==> src/verilog/sbm_pkg.sv <==
// constants, register map and state types for the two-wire serial bus master
package sbm_pkg;

  // clocking
  localparam int unsigned CLK_HZ = 250_000_000;
  localparam int unsigned SCL_NORM_HZ = 100_000;
  localparam int unsigned SCL_FAST_HZ = 400_000;
  // one quarter of a serial clock period, in pclk cycles (rounded down)
  localparam logic [9:0] QTR_NORM = 10'(CLK_HZ / (4 * SCL_NORM_HZ));
  localparam logic [9:0] QTR_FAST = 10'(CLK_HZ / (4 * SCL_FAST_HZ));
  // settle time before the clock line is sensed for a pull-up (rounded up)
  localparam int unsigned SETTLE_NS = 1000;
  localparam logic [7:0] SETTLE_CYC = 8'((SETTLE_NS * (CLK_HZ / 1_000_000) + 999) / 1000);

  // register indices and byte addresses (index times four)
  localparam logic [7:0] IDX_DATA = 8'hb0;
  localparam logic [7:0] IDX_INDEX = 8'hb1;
  localparam logic [7:0] IDX_TARGET = 8'hb2;
  localparam logic [7:0] IDX_CTRL = 8'hb3;
  localparam logic [7:0] IDX_INT_STAT = 8'hb4;
  localparam logic [7:0] IDX_INT_EN = 8'hb5;
  localparam logic [7:0] IDX_INT_CLR = 8'hb6;
  localparam logic [11:0] ADDR_DATA = 12'({IDX_DATA, 2'b00});
  localparam logic [11:0] ADDR_INDEX = 12'({IDX_INDEX, 2'b00});
  localparam logic [11:0] ADDR_TARGET = 12'({IDX_TARGET, 2'b00});
  localparam logic [11:0] ADDR_CTRL = 12'({IDX_CTRL, 2'b00});
  localparam logic [11:0] ADDR_INT_STAT = 12'({IDX_INT_STAT, 2'b00});
  localparam logic [11:0] ADDR_INT_EN = 12'({IDX_INT_EN, 2'b00});
  localparam logic [11:0] ADDR_INT_CLR = 12'({IDX_INT_CLR, 2'b00});

  // control/status field positions
  localparam int unsigned B_SHORT = 7;
  localparam int unsigned B_RSVD = 6;
  localparam int unsigned B_REQ_BUSY = 5;
  localparam int unsigned B_AUTO_BUSY = 4;
  localparam int unsigned B_PRESENT = 3;
  localparam int unsigned B_FAST = 2;
  localparam int unsigned B_REQ_ERR = 1;
  localparam int unsigned B_ROM_ERR = 0;
  localparam logic [7:0] CTRL_RESET = 8'h00;

  // interrupt status bits
  localparam int unsigned I_REQ_DONE = 0;
  localparam int unsigned I_REQ_ERR = 1;
  localparam int unsigned I_AUTO_DONE = 2;
  localparam int unsigned I_AUTO_ERR = 3;

  // autoload: rom device address, format marker and last byte index
  localparam logic [6:0] ROM_DEV_ADDR = 7'h50;
  localparam logic [7:0] ROM_FORMAT = 8'ha5;
  localparam logic [1:0] AUTO_LAST = 2'h2;

  typedef enum logic [1:0] {st_idle, st_start, st_bit, st_stop} sbm_state_t;
  typedef enum logic [2:0] {sp_addr, sp_index, sp_wdata, sp_raddr, sp_rdata} sbm_step_t;

endpackage

==> src/verilog/sbm_sync.sv <==
// two-flop synchronisers for the serial bus line levels
`timescale 1ns/10ps
module sbm_sync #(
  parameter int W = 2
) (
  // clock and reset
  input wire logic pclk,
  input wire logic presetn,
  // levels from the pins and their synchronised copies
  input wire logic [W-1:0] async_lvl,
  output logic [W-1:0] sync_ff
);

  logic [W-1:0] meta_ff;

  genvar g;
  generate
    for (g = 0; g < W; g++) begin : g_bit
      always_ff @(posedge pclk or negedge presetn) begin
        if (!presetn) begin
          meta_ff[g] <= 1'b0;
          sync_ff[g] <= 1'b0;
        end else begin
          meta_ff[g] <= async_lvl[g];
          sync_ff[g] <= meta_ff[g];
        end
      end
    end
  endgenerate

endmodule

==> src/verilog/sbm_serial_ctrl.sv <==
// serial bus master: apb registers, requested byte transfers and rom autoload
//
// Function
// - short protocol skips index byte entirely
// - target address write starts request, sets busy
// - autoload busy reads one during rom load
// - sense clock pull-up after reset, set present
// - fast test bit raises serial clock rate
// - missing acknowledge on request sets error
// - request error cleared by writing one
// - missing acknowledge during autoload sets rom error
// - bad rom format marker sets rom error
// - rom error cleared by writing one
// - status bit six reads zero always
// - address bit zero selects write or read
// - bits seven to one give target address
// - index sent, data written or loaded
`timescale 1ns/10ps
module sbm_serial_ctrl (
  // clock and reset
  input wire logic pclk,
  input wire logic presetn,
  // apb slave
  input wire logic psel,
  input wire logic penable,
  input wire logic pwrite,
  input wire logic [11:0] paddr,
  input wire logic [31:0] pwdata,
  output logic [31:0] prdata_ff,
  output logic pready_ff,
  output logic pslverr_ff,
  // two-wire bus, open drain
  input wire logic scl_sense,
  output logic scl_val_ff,
  output logic scl_oe_ff,
  input wire logic sda_sense,
  output logic sda_val_ff,
  output logic sda_oe_ff,
  // system
  output logic irq_ff,
  output logic [15:0] subsys_id_ff
);

  logic scl_s;
  logic sda_s;
  logic acc;
  logic wr_en;
  logic [7:0] ctrl_rd;
  logic [31:0] nxt_prdata;
  logic [7:0] target_ff;
  logic [7:0] index_ff;
  logic [7:0] data_ff;
  logic short_sel_ff;
  logic fast_clk_ff;
  logic bus_present_ff;
  logic req_err_ff;
  logic rom_err_ff;
  logic [3:0] int_stat_ff;
  logic [3:0] int_en_ff;
  logic [7:0] boot_cnt_ff;
  logic boot_done_ff;
  logic boot_pulse_ff;
  logic [9:0] div_ff;
  logic tick_ff;
  sbm_pkg::sbm_state_t st_ff;
  sbm_pkg::sbm_step_t step_ff;
  logic [1:0] q_ff;
  logic [3:0] bit_ff;
  logic [8:0] tx_ff;
  logic [7:0] rx_ff;
  logic ack_ff;
  logic op_err_ff;
  logic op_read_ff;
  logic op_short_ff;
  logic op_auto_ff;
  logic req_busy_ff;
  logic auto_busy_ff;
  logic [1:0] auto_cnt_ff;
  logic ev_req_done_ff;
  logic ev_req_err_ff;
  logic ev_auto_done_ff;
  logic ev_auto_err_ff;
  logic ev_rx_load_ff;

  sbm_sync #(.W(2)) u_sync (
    .pclk(pclk),
    .presetn(presetn),
    .async_lvl({scl_sense, sda_sense}),
    .sync_ff({scl_s, sda_s})
  );

  // apb: one wait state, so read data comes from a register
  assign acc = psel & penable;
  assign wr_en = acc & pready_ff & pwrite;

  assign ctrl_rd = {short_sel_ff, 1'b0, req_busy_ff, auto_busy_ff,
                    bus_present_ff, fast_clk_ff, req_err_ff, rom_err_ff};

  always_comb begin
    nxt_prdata = 32'h0;
    case (paddr)
      sbm_pkg::ADDR_DATA: nxt_prdata = {24'h0, data_ff};
      sbm_pkg::ADDR_INDEX: nxt_prdata = {24'h0, index_ff};
      sbm_pkg::ADDR_TARGET: nxt_prdata = {24'h0, target_ff};
      sbm_pkg::ADDR_CTRL: nxt_prdata = {24'h0, ctrl_rd};
      sbm_pkg::ADDR_INT_STAT: nxt_prdata = {28'h0, int_stat_ff};
      sbm_pkg::ADDR_INT_EN: nxt_prdata = {28'h0, int_en_ff};
      default: nxt_prdata = 32'h0;
    endcase
  end

  always_ff @(posedge pclk or negedge presetn) begin
    if (!presetn) begin
      pready_ff <= 1'b0;
      prdata_ff <= 32'h0;
      pslverr_ff <= 1'b0;
    end else begin
      pready_ff <= acc & ~pready_ff;
      pslverr_ff <= 1'b0;
      if (acc && !pready_ff && !pwrite) begin
        prdata_ff <= nxt_prdata;
      end
    end
  end

  // transfer registers
  always_ff @(posedge pclk or negedge presetn) begin
    if (!presetn) begin
      target_ff <= 8'h00;
      index_ff <= 8'h00;
      data_ff <= 8'h00;
    end else begin
      if (wr_en && paddr == sbm_pkg::ADDR_TARGET) begin
        target_ff <= pwdata[7:0];
      end
      if (wr_en && paddr == sbm_pkg::ADDR_INDEX) begin
        index_ff <= pwdata[7:0];
      end
      if (ev_rx_load_ff) begin
        data_ff <= rx_ff;
      end else if (wr_en && paddr == sbm_pkg::ADDR_DATA) begin
        data_ff <= pwdata[7:0];
      end
    end
  end

  // control and status; a hardware set beats a same-cycle write-one clear
  always_ff @(posedge pclk or negedge presetn) begin
    if (!presetn) begin
      short_sel_ff <= sbm_pkg::CTRL_RESET[sbm_pkg::B_SHORT];
      fast_clk_ff <= sbm_pkg::CTRL_RESET[sbm_pkg::B_FAST];
      bus_present_ff <= sbm_pkg::CTRL_RESET[sbm_pkg::B_PRESENT];
      req_err_ff <= sbm_pkg::CTRL_RESET[sbm_pkg::B_REQ_ERR];
      rom_err_ff <= sbm_pkg::CTRL_RESET[sbm_pkg::B_ROM_ERR];
    end else begin
      if (wr_en && paddr == sbm_pkg::ADDR_CTRL) begin
        short_sel_ff <= pwdata[sbm_pkg::B_SHORT];
        fast_clk_ff <= pwdata[sbm_pkg::B_FAST];
        bus_present_ff <= pwdata[sbm_pkg::B_PRESENT];
      end
      if (boot_pulse_ff) begin
        bus_present_ff <= scl_s;
      end
      if (ev_req_err_ff) begin
        req_err_ff <= 1'b1;
      end else if (wr_en && paddr == sbm_pkg::ADDR_CTRL && pwdata[sbm_pkg::B_REQ_ERR]) begin
        req_err_ff <= 1'b0;
      end
      if (ev_auto_err_ff) begin
        rom_err_ff <= 1'b1;
      end else if (wr_en && paddr == sbm_pkg::ADDR_CTRL && pwdata[sbm_pkg::B_ROM_ERR]) begin
        rom_err_ff <= 1'b0;
      end
    end
  end

  // interrupts: sticky status, write-one clear, enable mask
  always_ff @(posedge pclk or negedge presetn) begin
    if (!presetn) begin
      int_stat_ff <= 4'h0;
      int_en_ff <= 4'h0;
      irq_ff <= 1'b0;
    end else begin
      if (wr_en && paddr == sbm_pkg::ADDR_INT_EN) begin
        int_en_ff <= pwdata[3:0];
      end
      for (int i = 0; i < 4; i++) begin
        if (wr_en && paddr == sbm_pkg::ADDR_INT_CLR && pwdata[i]) begin
          int_stat_ff[i] <= 1'b0;
        end
      end
      if (ev_req_done_ff) begin
        int_stat_ff[sbm_pkg::I_REQ_DONE] <= 1'b1;
      end
      if (ev_req_err_ff) begin
        int_stat_ff[sbm_pkg::I_REQ_ERR] <= 1'b1;
      end
      if (ev_auto_done_ff) begin
        int_stat_ff[sbm_pkg::I_AUTO_DONE] <= 1'b1;
      end
      if (ev_auto_err_ff) begin
        int_stat_ff[sbm_pkg::I_AUTO_ERR] <= 1'b1;
      end
      irq_ff <= |(int_stat_ff & int_en_ff);
    end
  end

  // wait for the lines to settle after reset before sensing the pull-up
  always_ff @(posedge pclk or negedge presetn) begin
    if (!presetn) begin
      boot_cnt_ff <= 8'h00;
      boot_done_ff <= 1'b0;
      boot_pulse_ff <= 1'b0;
    end else begin
      boot_pulse_ff <= 1'b0;
      if (!boot_done_ff) begin
        boot_cnt_ff <= boot_cnt_ff + 8'h01;
        if (boot_cnt_ff == sbm_pkg::SETTLE_CYC) begin
          boot_done_ff <= 1'b1;
          boot_pulse_ff <= 1'b1;
        end
      end
    end
  end

  // quarter-bit enable; the rate switch applies at the next reload
  always_ff @(posedge pclk or negedge presetn) begin
    if (!presetn) begin
      div_ff <= 10'h000;
      tick_ff <= 1'b0;
    end else begin
      tick_ff <= 1'b0;
      if (div_ff == 10'h000) begin
        div_ff <= fast_clk_ff ? sbm_pkg::QTR_FAST - 10'h001 : sbm_pkg::QTR_NORM - 10'h001;
        tick_ff <= 1'b1;
      end else begin
        div_ff <= div_ff - 10'h001;
      end
    end
  end

  // byte to shift out for a step, with the acknowledge slot released
  function automatic logic [8:0] tx_for(input sbm_pkg::sbm_step_t sp);
    logic [6:0] dev;
    logic [8:0] r;
    dev = op_auto_ff ? sbm_pkg::ROM_DEV_ADDR : target_ff[7:1];
    case (sp)
      sbm_pkg::sp_addr: r = {dev, 1'b0, 1'b1};
      sbm_pkg::sp_raddr: r = {dev, 1'b1, 1'b1};
      sbm_pkg::sp_index: r = {op_auto_ff ? {6'h00, auto_cnt_ff} : index_ff, 1'b1};
      sbm_pkg::sp_wdata: r = {data_ff, 1'b1};
      default: r = 9'h1ff;
    endcase
    return r;
  endfunction

  // scl and sda are only ever pulled low; the enables carry the level
  always_ff @(posedge pclk or negedge presetn) begin
    if (!presetn) begin
      scl_val_ff <= 1'b0;
      sda_val_ff <= 1'b0;
    end else begin
      scl_val_ff <= 1'b0;
      sda_val_ff <= 1'b0;
    end
  end

  // serial sequencer
  always_ff @(posedge pclk or negedge presetn) begin
    if (!presetn) begin
      st_ff <= sbm_pkg::st_idle;
      step_ff <= sbm_pkg::sp_addr;
      q_ff <= 2'h0;
      bit_ff <= 4'h0;
      tx_ff <= 9'h1ff;
      rx_ff <= 8'h00;
      ack_ff <= 1'b0;
      op_err_ff <= 1'b0;
      op_read_ff <= 1'b0;
      op_short_ff <= 1'b0;
      op_auto_ff <= 1'b0;
      req_busy_ff <= 1'b0;
      auto_busy_ff <= 1'b0;
      auto_cnt_ff <= 2'h0;
      subsys_id_ff <= 16'h0000;
      scl_oe_ff <= 1'b0;
      sda_oe_ff <= 1'b0;
      ev_req_done_ff <= 1'b0;
      ev_req_err_ff <= 1'b0;
      ev_auto_done_ff <= 1'b0;
      ev_auto_err_ff <= 1'b0;
      ev_rx_load_ff <= 1'b0;
    end else begin
      ev_req_done_ff <= 1'b0;
      ev_req_err_ff <= 1'b0;
      ev_auto_done_ff <= 1'b0;
      ev_auto_err_ff <= 1'b0;
      ev_rx_load_ff <= 1'b0;
      // busy drops with the data and error updates; a same-cycle target write wins
      if (wr_en && paddr == sbm_pkg::ADDR_TARGET) begin
        req_busy_ff <= 1'b1;
      end else if (ev_req_done_ff) begin
        req_busy_ff <= 1'b0;
      end
      if (boot_pulse_ff && scl_s) begin
        auto_busy_ff <= 1'b1;
      end
      case (st_ff)
        sbm_pkg::st_idle: begin
          scl_oe_ff <= 1'b0;
          sda_oe_ff <= 1'b0;
          q_ff <= 2'h0;
          op_err_ff <= 1'b0;
          if (auto_busy_ff) begin
            // autoload goes first; a host request waits behind it
            op_auto_ff <= 1'b1;
            op_read_ff <= 1'b1;
            op_short_ff <= 1'b0;
            step_ff <= sbm_pkg::sp_addr;
            st_ff <= sbm_pkg::st_start;
          end else if (req_busy_ff && !ev_req_done_ff) begin
            op_auto_ff <= 1'b0;
            op_read_ff <= target_ff[0];
            op_short_ff <= short_sel_ff;
            step_ff <= (short_sel_ff && target_ff[0]) ? sbm_pkg::sp_raddr : sbm_pkg::sp_addr;
            st_ff <= sbm_pkg::st_start;
          end
        end
        sbm_pkg::st_start: begin
          if (tick_ff) begin
            q_ff <= q_ff + 2'h1;
            case (q_ff)
              2'h0: begin
                scl_oe_ff <= 1'b1;
                sda_oe_ff <= 1'b0;
              end
              2'h1: scl_oe_ff <= 1'b0;
              2'h2: sda_oe_ff <= 1'b1;
              default: begin
                scl_oe_ff <= 1'b1;
                bit_ff <= 4'h0;
                tx_ff <= tx_for(step_ff);
                st_ff <= sbm_pkg::st_bit;
              end
            endcase
          end
        end
        sbm_pkg::st_bit: begin
          if (tick_ff) begin
            q_ff <= q_ff + 2'h1;
            case (q_ff)
              2'h0: sda_oe_ff <= ~tx_ff[8];
              2'h1: scl_oe_ff <= 1'b0;
              2'h2: begin
                if (bit_ff == 4'h8) begin
                  ack_ff <= sda_s;
                end else begin
                  rx_ff <= {rx_ff[6:0], sda_s};
                end
              end
              default: begin
                scl_oe_ff <= 1'b1;
                tx_ff <= {tx_ff[7:0], 1'b1};
                bit_ff <= bit_ff + 4'h1;
                if (bit_ff == 4'h8) begin
                  bit_ff <= 4'h0;
                  if (step_ff != sbm_pkg::sp_rdata && ack_ff) begin
                    op_err_ff <= 1'b1;
                    st_ff <= sbm_pkg::st_stop;
                  end else begin
                    case (step_ff)
                      sbm_pkg::sp_addr: begin
                        step_ff <= op_short_ff ? sbm_pkg::sp_wdata : sbm_pkg::sp_index;
                        tx_ff <= tx_for(op_short_ff ? sbm_pkg::sp_wdata : sbm_pkg::sp_index);
                      end
                      sbm_pkg::sp_index: begin
                        if (op_read_ff) begin
                          step_ff <= sbm_pkg::sp_raddr;
                          st_ff <= sbm_pkg::st_start;
                        end else begin
                          step_ff <= sbm_pkg::sp_wdata;
                          tx_ff <= tx_for(sbm_pkg::sp_wdata);
                        end
                      end
                      sbm_pkg::sp_raddr: begin
                        step_ff <= sbm_pkg::sp_rdata;
                        tx_ff <= tx_for(sbm_pkg::sp_rdata);
                      end
                      default: st_ff <= sbm_pkg::st_stop;
                    endcase
                  end
                end
              end
            endcase
          end
        end
        default: begin
          if (tick_ff) begin
            q_ff <= q_ff + 2'h1;
            case (q_ff)
              2'h0: sda_oe_ff <= 1'b1;
              2'h1: scl_oe_ff <= 1'b0;
              2'h2: sda_oe_ff <= 1'b0;
              default: begin
                st_ff <= sbm_pkg::st_idle;
                if (op_auto_ff) begin
                  auto_cnt_ff <= auto_cnt_ff + 2'h1;
                  if (!op_err_ff && auto_cnt_ff == 2'h1) begin
                    subsys_id_ff[15:8] <= rx_ff;
                  end
                  if (!op_err_ff && auto_cnt_ff == sbm_pkg::AUTO_LAST) begin
                    subsys_id_ff[7:0] <= rx_ff;
                  end
                  if (op_err_ff || (auto_cnt_ff == 2'h0 && rx_ff != sbm_pkg::ROM_FORMAT)) begin
                    ev_auto_err_ff <= 1'b1;
                  end
                  if (op_err_ff || auto_cnt_ff == sbm_pkg::AUTO_LAST ||
                      (auto_cnt_ff == 2'h0 && rx_ff != sbm_pkg::ROM_FORMAT)) begin
                    auto_busy_ff <= 1'b0;
                    auto_cnt_ff <= 2'h0;
                    ev_auto_done_ff <= 1'b1;
                  end
                end else begin
                  ev_req_done_ff <= 1'b1;
                  ev_req_err_ff <= op_err_ff;
                  ev_rx_load_ff <= op_read_ff & ~op_err_ff;
                end
              end
            endcase
          end
        end
      endcase
    end
  end

endmodule

==> config.mk <==
export PLATFORM = sky130hd
export DESIGN_NAME = sbm_serial_ctrl
export DESIGN_NICKNAME = d
export VERILOG_FILES = /design/src/verilog/sbm_pkg.sv /design/src/verilog/sbm_sync.sv /design/src/verilog/sbm_serial_ctrl.sv
export SDC_FILE = /design/constraint.sdc
export NUM_CORES = 1
export LEC_CHECK = 0
export BUFFER_PORTS_ARGS = -buffer_cell sky130_fd_sc_hd__buf_2
export CAP_MARGIN = 20
export CORE_AREA = 2 2 143 145
export CTS_CLUSTER_SIZE = 10
export DETAILED_ROUTE_END_ITERATION = 10
export DIE_AREA = 0 0 145 147
export GPL_TIMING_DRIVEN = 0
export PLACE_DENSITY = 0.66
export SLEW_MARGIN = 40
export SYNTH_ARGS = -nofsm -noshare
export SYNTH_HDL_FRONTEND = slang
export SYNTH_SLANG_ARGS = --single-unit
==> constraint.sdc <==
create_clock -name pclk -period 2 [get_ports pclk]
set_input_delay 0.3 -clock pclk [delete_from_list [all_inputs] [get_ports pclk]]
set_output_delay 0.3 -clock pclk [all_outputs]
set_load 0.02 [all_outputs]
# --- Word level (Yosys, flattened, before mapping) ---
# Index checks and enable logic that the tools add are counted.
word_totals:
  reg_bits: 156
  output_inout_bits: 55
op_classes:
  muxes: 124
  bitwise_logic: 12
  n_addsub: 5
  eq_ne: 39
  n_reduce_logical: 66
ops:
  columns: ["operator", "n"]
  rows:
  - ["equality test 12 x 10 -> 1 bit (second input constant)", 7]
  - ["case mux 9 bit (4 select lines)", 2]
  - ["two-way mux 1 bit", 67]
  - ["two-way mux 9 bit", 7]
  - ["case mux 8 bit (6 select lines)", 1]
  - ["two-way mux 2 bit", 16]
  - ["case mux 9 bit (3 select lines)", 1]
  - ["nonzero test 2 bit", 13]
  - ["two-way mux 8 bit", 3]
  - ["logical AND 1 bit", 21]
  - ["two-way mux 10 bit", 2]
  - ["two-way mux 4 bit", 5]
  - ["!= test 2 bit (second input constant)", 10]
  - ["AND reduction 5 bit", 4]
  - ["two-way mux 3 bit", 6]
  - ["case mux 9 bit (2 select lines)", 1]
  - ["!= test 3 bit (second input constant)", 4]
  - ["AND reduction 4 bit", 3]
  - ["AND reduction 6 bit", 2]
  - ["equality test 2 bit (second input constant)", 5]
  - ["logical NOT 10 bit", 1]
  - ["case mux 1 bit (2 select lines)", 5]
  - ["AND reduction 10 bit", 1]
  - ["subtractor 10 x 1 -> 10 bit (second input constant)", 1]
  - ["33 further kinds", 58]

# --- Logic depth before layout (Yosys ltp) ---
depth:
  word_depth: 9
  depth_mapped: 8
  mapped_depth_nobuf: 7

# --- Hierarchy ---
# Synthesis repeated with hierarchy kept, for this count alone.
hier_totals:
  cells_unflattened: 644
  area_unflattened_um2: 6821.5
modules_own_cells:
  columns: ["module", "cells_per_inst", "area_each_um2", "instances"]
  rows:
  - ["sbm_serial_ctrl", 640, 6721.4, 1]
  - ["sbm_sync", 4, 100.1, 1]

# --- Worst setup path before layout ---
# OpenSTA, ideal clock, no wires.
synth_timing:
  path_kind: "in2reg"
  startpoint: "input paddr[1]"
  endpoint: "register index_ff[0]"
  t_arrival_ns: 2.304
  path_buffers: 1
  setup_slack_ns: -0.429
  stages: 5
  setup_ns: 0.125
  path_cell_list: "or4b_4 or4_4 or4_1 buf_6 mux2_4"
synth_between:
  elab_chain_len: 2
synth_rtl:
  columns: ["element", "line", "rtl"]
  rows:
  - ["start, declared", "sbm_serial_ctrl.sv:27", "input wire logic [11:0] paddr,"]
  - ["equality test 12 x 10 -> 1 bit", "sbm_serial_ctrl.sv:136", "if (wr_en && paddr == sbm_pkg::ADDR_INDEX) begin"]
  - ["logical AND 1 bit", "sbm_serial_ctrl.sv:136", null]
  - ["end signal, assigned", "sbm_serial_ctrl.sv:137", "index_ff <= pwdata[7:0];"]
  - ["end, declared", "sbm_serial_ctrl.sv:51", "logic [7:0] index_ff;"]
# No other way between the ends.
# A chain may end at the register's enable or synchronous reset.

# --- Worst setup path after layout ---
layout_timing:
  startpoint: "input paddr[8]"
  endpoint: "register index_ff[1]"
# The elaborated chain is that of the path after synthesis.

==> impl_metrics.toml <==
[logic_synthesis]
netlist_instances = 636
ys.warnings.count = 0
synth_area_per_cell_um2 = 10.78
yosysUniqueCellTypes = 60
synth-seq-cells = 131
synthArstFlopShare = 1.000
syn_area_um2 = 6859
synth-edff-count = 0
synth_flop_cell = "dfrtp_1"
yosysSeqAreaShare = 0.4794

[timing]
drv_slew = 0
fin_crit_sh = 1.063
period_needed_ns = 2.126
maxSlewHeadroom = 0.5644
post-route-worst-setup-slack_ns = -0.1257
clock_skew_ns = 0.008888
rsz0062_at_grt = "true"
fmax_mhz = 470.4
tightest_slew_ns = 0.6511
hold_violations = 0
finalSetupViolCount = 14

[cts]
clock_sinks = 131
clock_latency_ns = 0.42
numCtsBuffers = 17
cts_tree = "built"
htreeDepth = 4
clockBufferDepth = 2
cts_root_buffer = "clkbuf_16"
clk_pin_slew_ns = 0.06

[detailed_routing]
via_per_inst = 5.021
dr.first_iter.drc_count = 329
dr.pass1.iters = 5
via_count = 5192
wl_per_cell_um = 16.18
ant_nets = 0
wl_um = 16730
drcViolationCount = 0

[outcome]
violations = "negative setup slack"
status = "finished with violations"

[hold_path]
worstHoldStart = "pwdata[4]"
hold_end = "index_ff[4]"
whs_path_depth = 2
hp-class = "primary input to register"

[placed_design]
gp_congestion = 0.8865
post-dp-hpwl_um = 11680
placed_area_um2 = 7667
io_buffers = 54

[global_routing]
grt_pass1_wl_um = 26570
grt_pass1_vias = 4920
antenna_found_initial = 0
use_met2 = 0.2402
grtUsageTotal = 0.1581
overflow = 0
use_met1 = 0.2256
met3_usage = 0.03509
grt_max_degree = 68
grt-busiest-layer = "met2"

[worst_setup_path]
crit_slowest_cell = "or4_4"
max_stage_delay_ns = 0.54
crit_fanout = 8
crit_arrival_ns = 2.42
r2r_slack_ns = 0.09
path_delay_family = "simple AND/OR/NAND/NOR gates"
reg2reg_from = "step_ff[0]"
crit_path_end_kind = "register"
path_depth = 6
cp_num_buf_inv = 2
crit_required_ns = 2.30
r2r_end = "tx_ff[6]"
start_kind = "primary input"
cp_cell_sequence = "buf_6 -> or4b_4 -> or4_4 -> or4_4 -> buf_6 -> mux2_4"
critical_path_class = "primary input to register"
rr_worst_depth = 6

[power]
power_density_nw_per_um2 = 953.0
total_power_mw = 8.238
cellLeakagePower_nw = 4.027
ir_worst_vdd_v = 0.0005899

[floorplan]
die-area_um2 = 21320
ios = 106
rows = 52
core_um2 = 19840
die_w_um = 145
initial_core_util = 0.3456
die_h_um = 147

[finish]
fin_nets = 819
syn2layout_area_growth_pct = 26.03
design_area_um2 = 8645
final_common_cell = "dfrtp_1"
n_antenna_cell = 0
final_cell_mix = "122 x dfrtp_1, 53 x buf_2, 49 x nand2_1, 49 x mux2_2, 42 x buf_4"
drive_above_1_share = 0.3338

[job]
cap_violations = 0
-- registers in the layout, summed over array words and instances, names as in the netlist, 3 cells and up --
| signal | cells |
|---|---|
| bit_ff | 4 |
| boot_cnt_ff | 8 |
| data_ff | 8 |
| div_ff | 10 |
| index_ff | 8 |
| int_en_ff | 4 |
| int_stat_ff | 4 |
| prdata_ff | 8 |
| rx_ff | 8 |
| step_ff | 3 |
| subsys_id_ff | 16 |
| target_ff | 8 |
| tx_ff | 8 |
-- power by group --
| group | switching (mW) | internal, mW | total (mW) | leakage (nW) |
|---|---|---|---|---|
| Combinational | 1.25 | 0.756 | 2.01 | 1.99 |
| Sequential | 0.148 | 2.89 | 3.04 | 1.74 |
| Clock | 1.14 | 2.05 | 3.19 | 0.296 |
| Total | 2.54 | 5.70 | 8.24 | 4.03 |
-- worst max-delay path by stage --
stage	start	to	slack, ns
after floorplan	paddr[1]	index_ff[0]	-0.42
after global placement	presetn	pready_ff	-1.18
after detailed placement	paddr[1]	bus_present_ff	-0.71
after CTS	paddr[8]	bus_present_ff	-0.17
after global routing	paddr[8]	index_ff[1]	-0.15
final	paddr[8]	index_ff[1]	-0.13
-- layer usage --
layer,routed length (µm),vias to the layer above
li1,-,2491
met5,0,-
met4,218,0
met2,7572,136
met1,8152,2550
met3,791,15
-- synth_stat cells (8+ instances only) --
library cell / instances / area share
o22ai_1: 8 / 0.0073
mux2_4: 8 / 0.018
ha_1: 17 / 0.031
nand2_1: 49 / 0.027
nand2b_1: 11 / 0.010
o21ai_0: 32 / 0.023
dfrtp_1: 123 / 0.45
nor2_1: 41 / 0.022
a21o_1: 8 / 0.0088
dfstp_2: 8 / 0.031
a221oi_1: 12 / 0.015
buf_4: 27 / 0.030
a21oi_1: 27 / 0.020
inv_1: 21 / 0.011
mux2i_1: 15 / 0.022
clkbuf_1: 24 / 0.013
nor3_1: 19 / 0.014
mux2_2: 60 / 0.099
nand3_1: 13 / 0.0095
-- through the flow --
stage	TNS, ns	cells	setup WS, ns	utilization	hold slack (ns)
2_1_floorplan	-9.741	662	-0.4230	-	0.004409
3_3_place_gp	-185.05	986	-1.185	0.3837	0.3360
3_5_place_dp	-36.32	988	-0.7091	0.3864	0.2864
4_1_cts	-3.808	1029	-0.1688	0.4267	0.1324
5_1_grt	-1.906	1034	-0.1498	0.4356	0.1426
6_report	-1.064	1034	-0.1257	0.4356	0.1539
-- area by class of cell --
type | instances | area (µm²)
well taps | 270 | 337.8
clock inverters | 10 | 130.1
inverters | 21 | 78.83
plain buffers | 50 | 320.3
flip-flops and latches | 131 | 3289
multi-input cells | 455 | 3513
clock buffers | 22 | 474.2
fillers | 1860 | 11200
repair buffers | 75 | 500.5
-- kinds of logic after synthesis --
family,count (synthesis),synth area share
AND/OR/NAND/NOR,177,0.1353
AO/OA/AOI/OAI,134,0.1306
flip-flops,131,0.4794
multiplexers,86,0.1478
buffers and inverters,76,0.05746
adder cells (fa/ha/maj),17,0.03101
XOR/XNOR,14,0.01788
other,1,0.0005467
-- timing repair --
| item | 4_1_cts | 5_1_grt |
|---|---|---|
| pin swaps | 10 | 8 |
| endpoints found under the hold margin | 58 | 0 |
| setup buffers | 9 | 7 |
| hold buffers | 3 | 0 |
| endpoints found under the setup margin | 77 | 64 |
| resized for setup | 26 | 31 |
No activity file was read; power rests on OpenSTA's default activity.
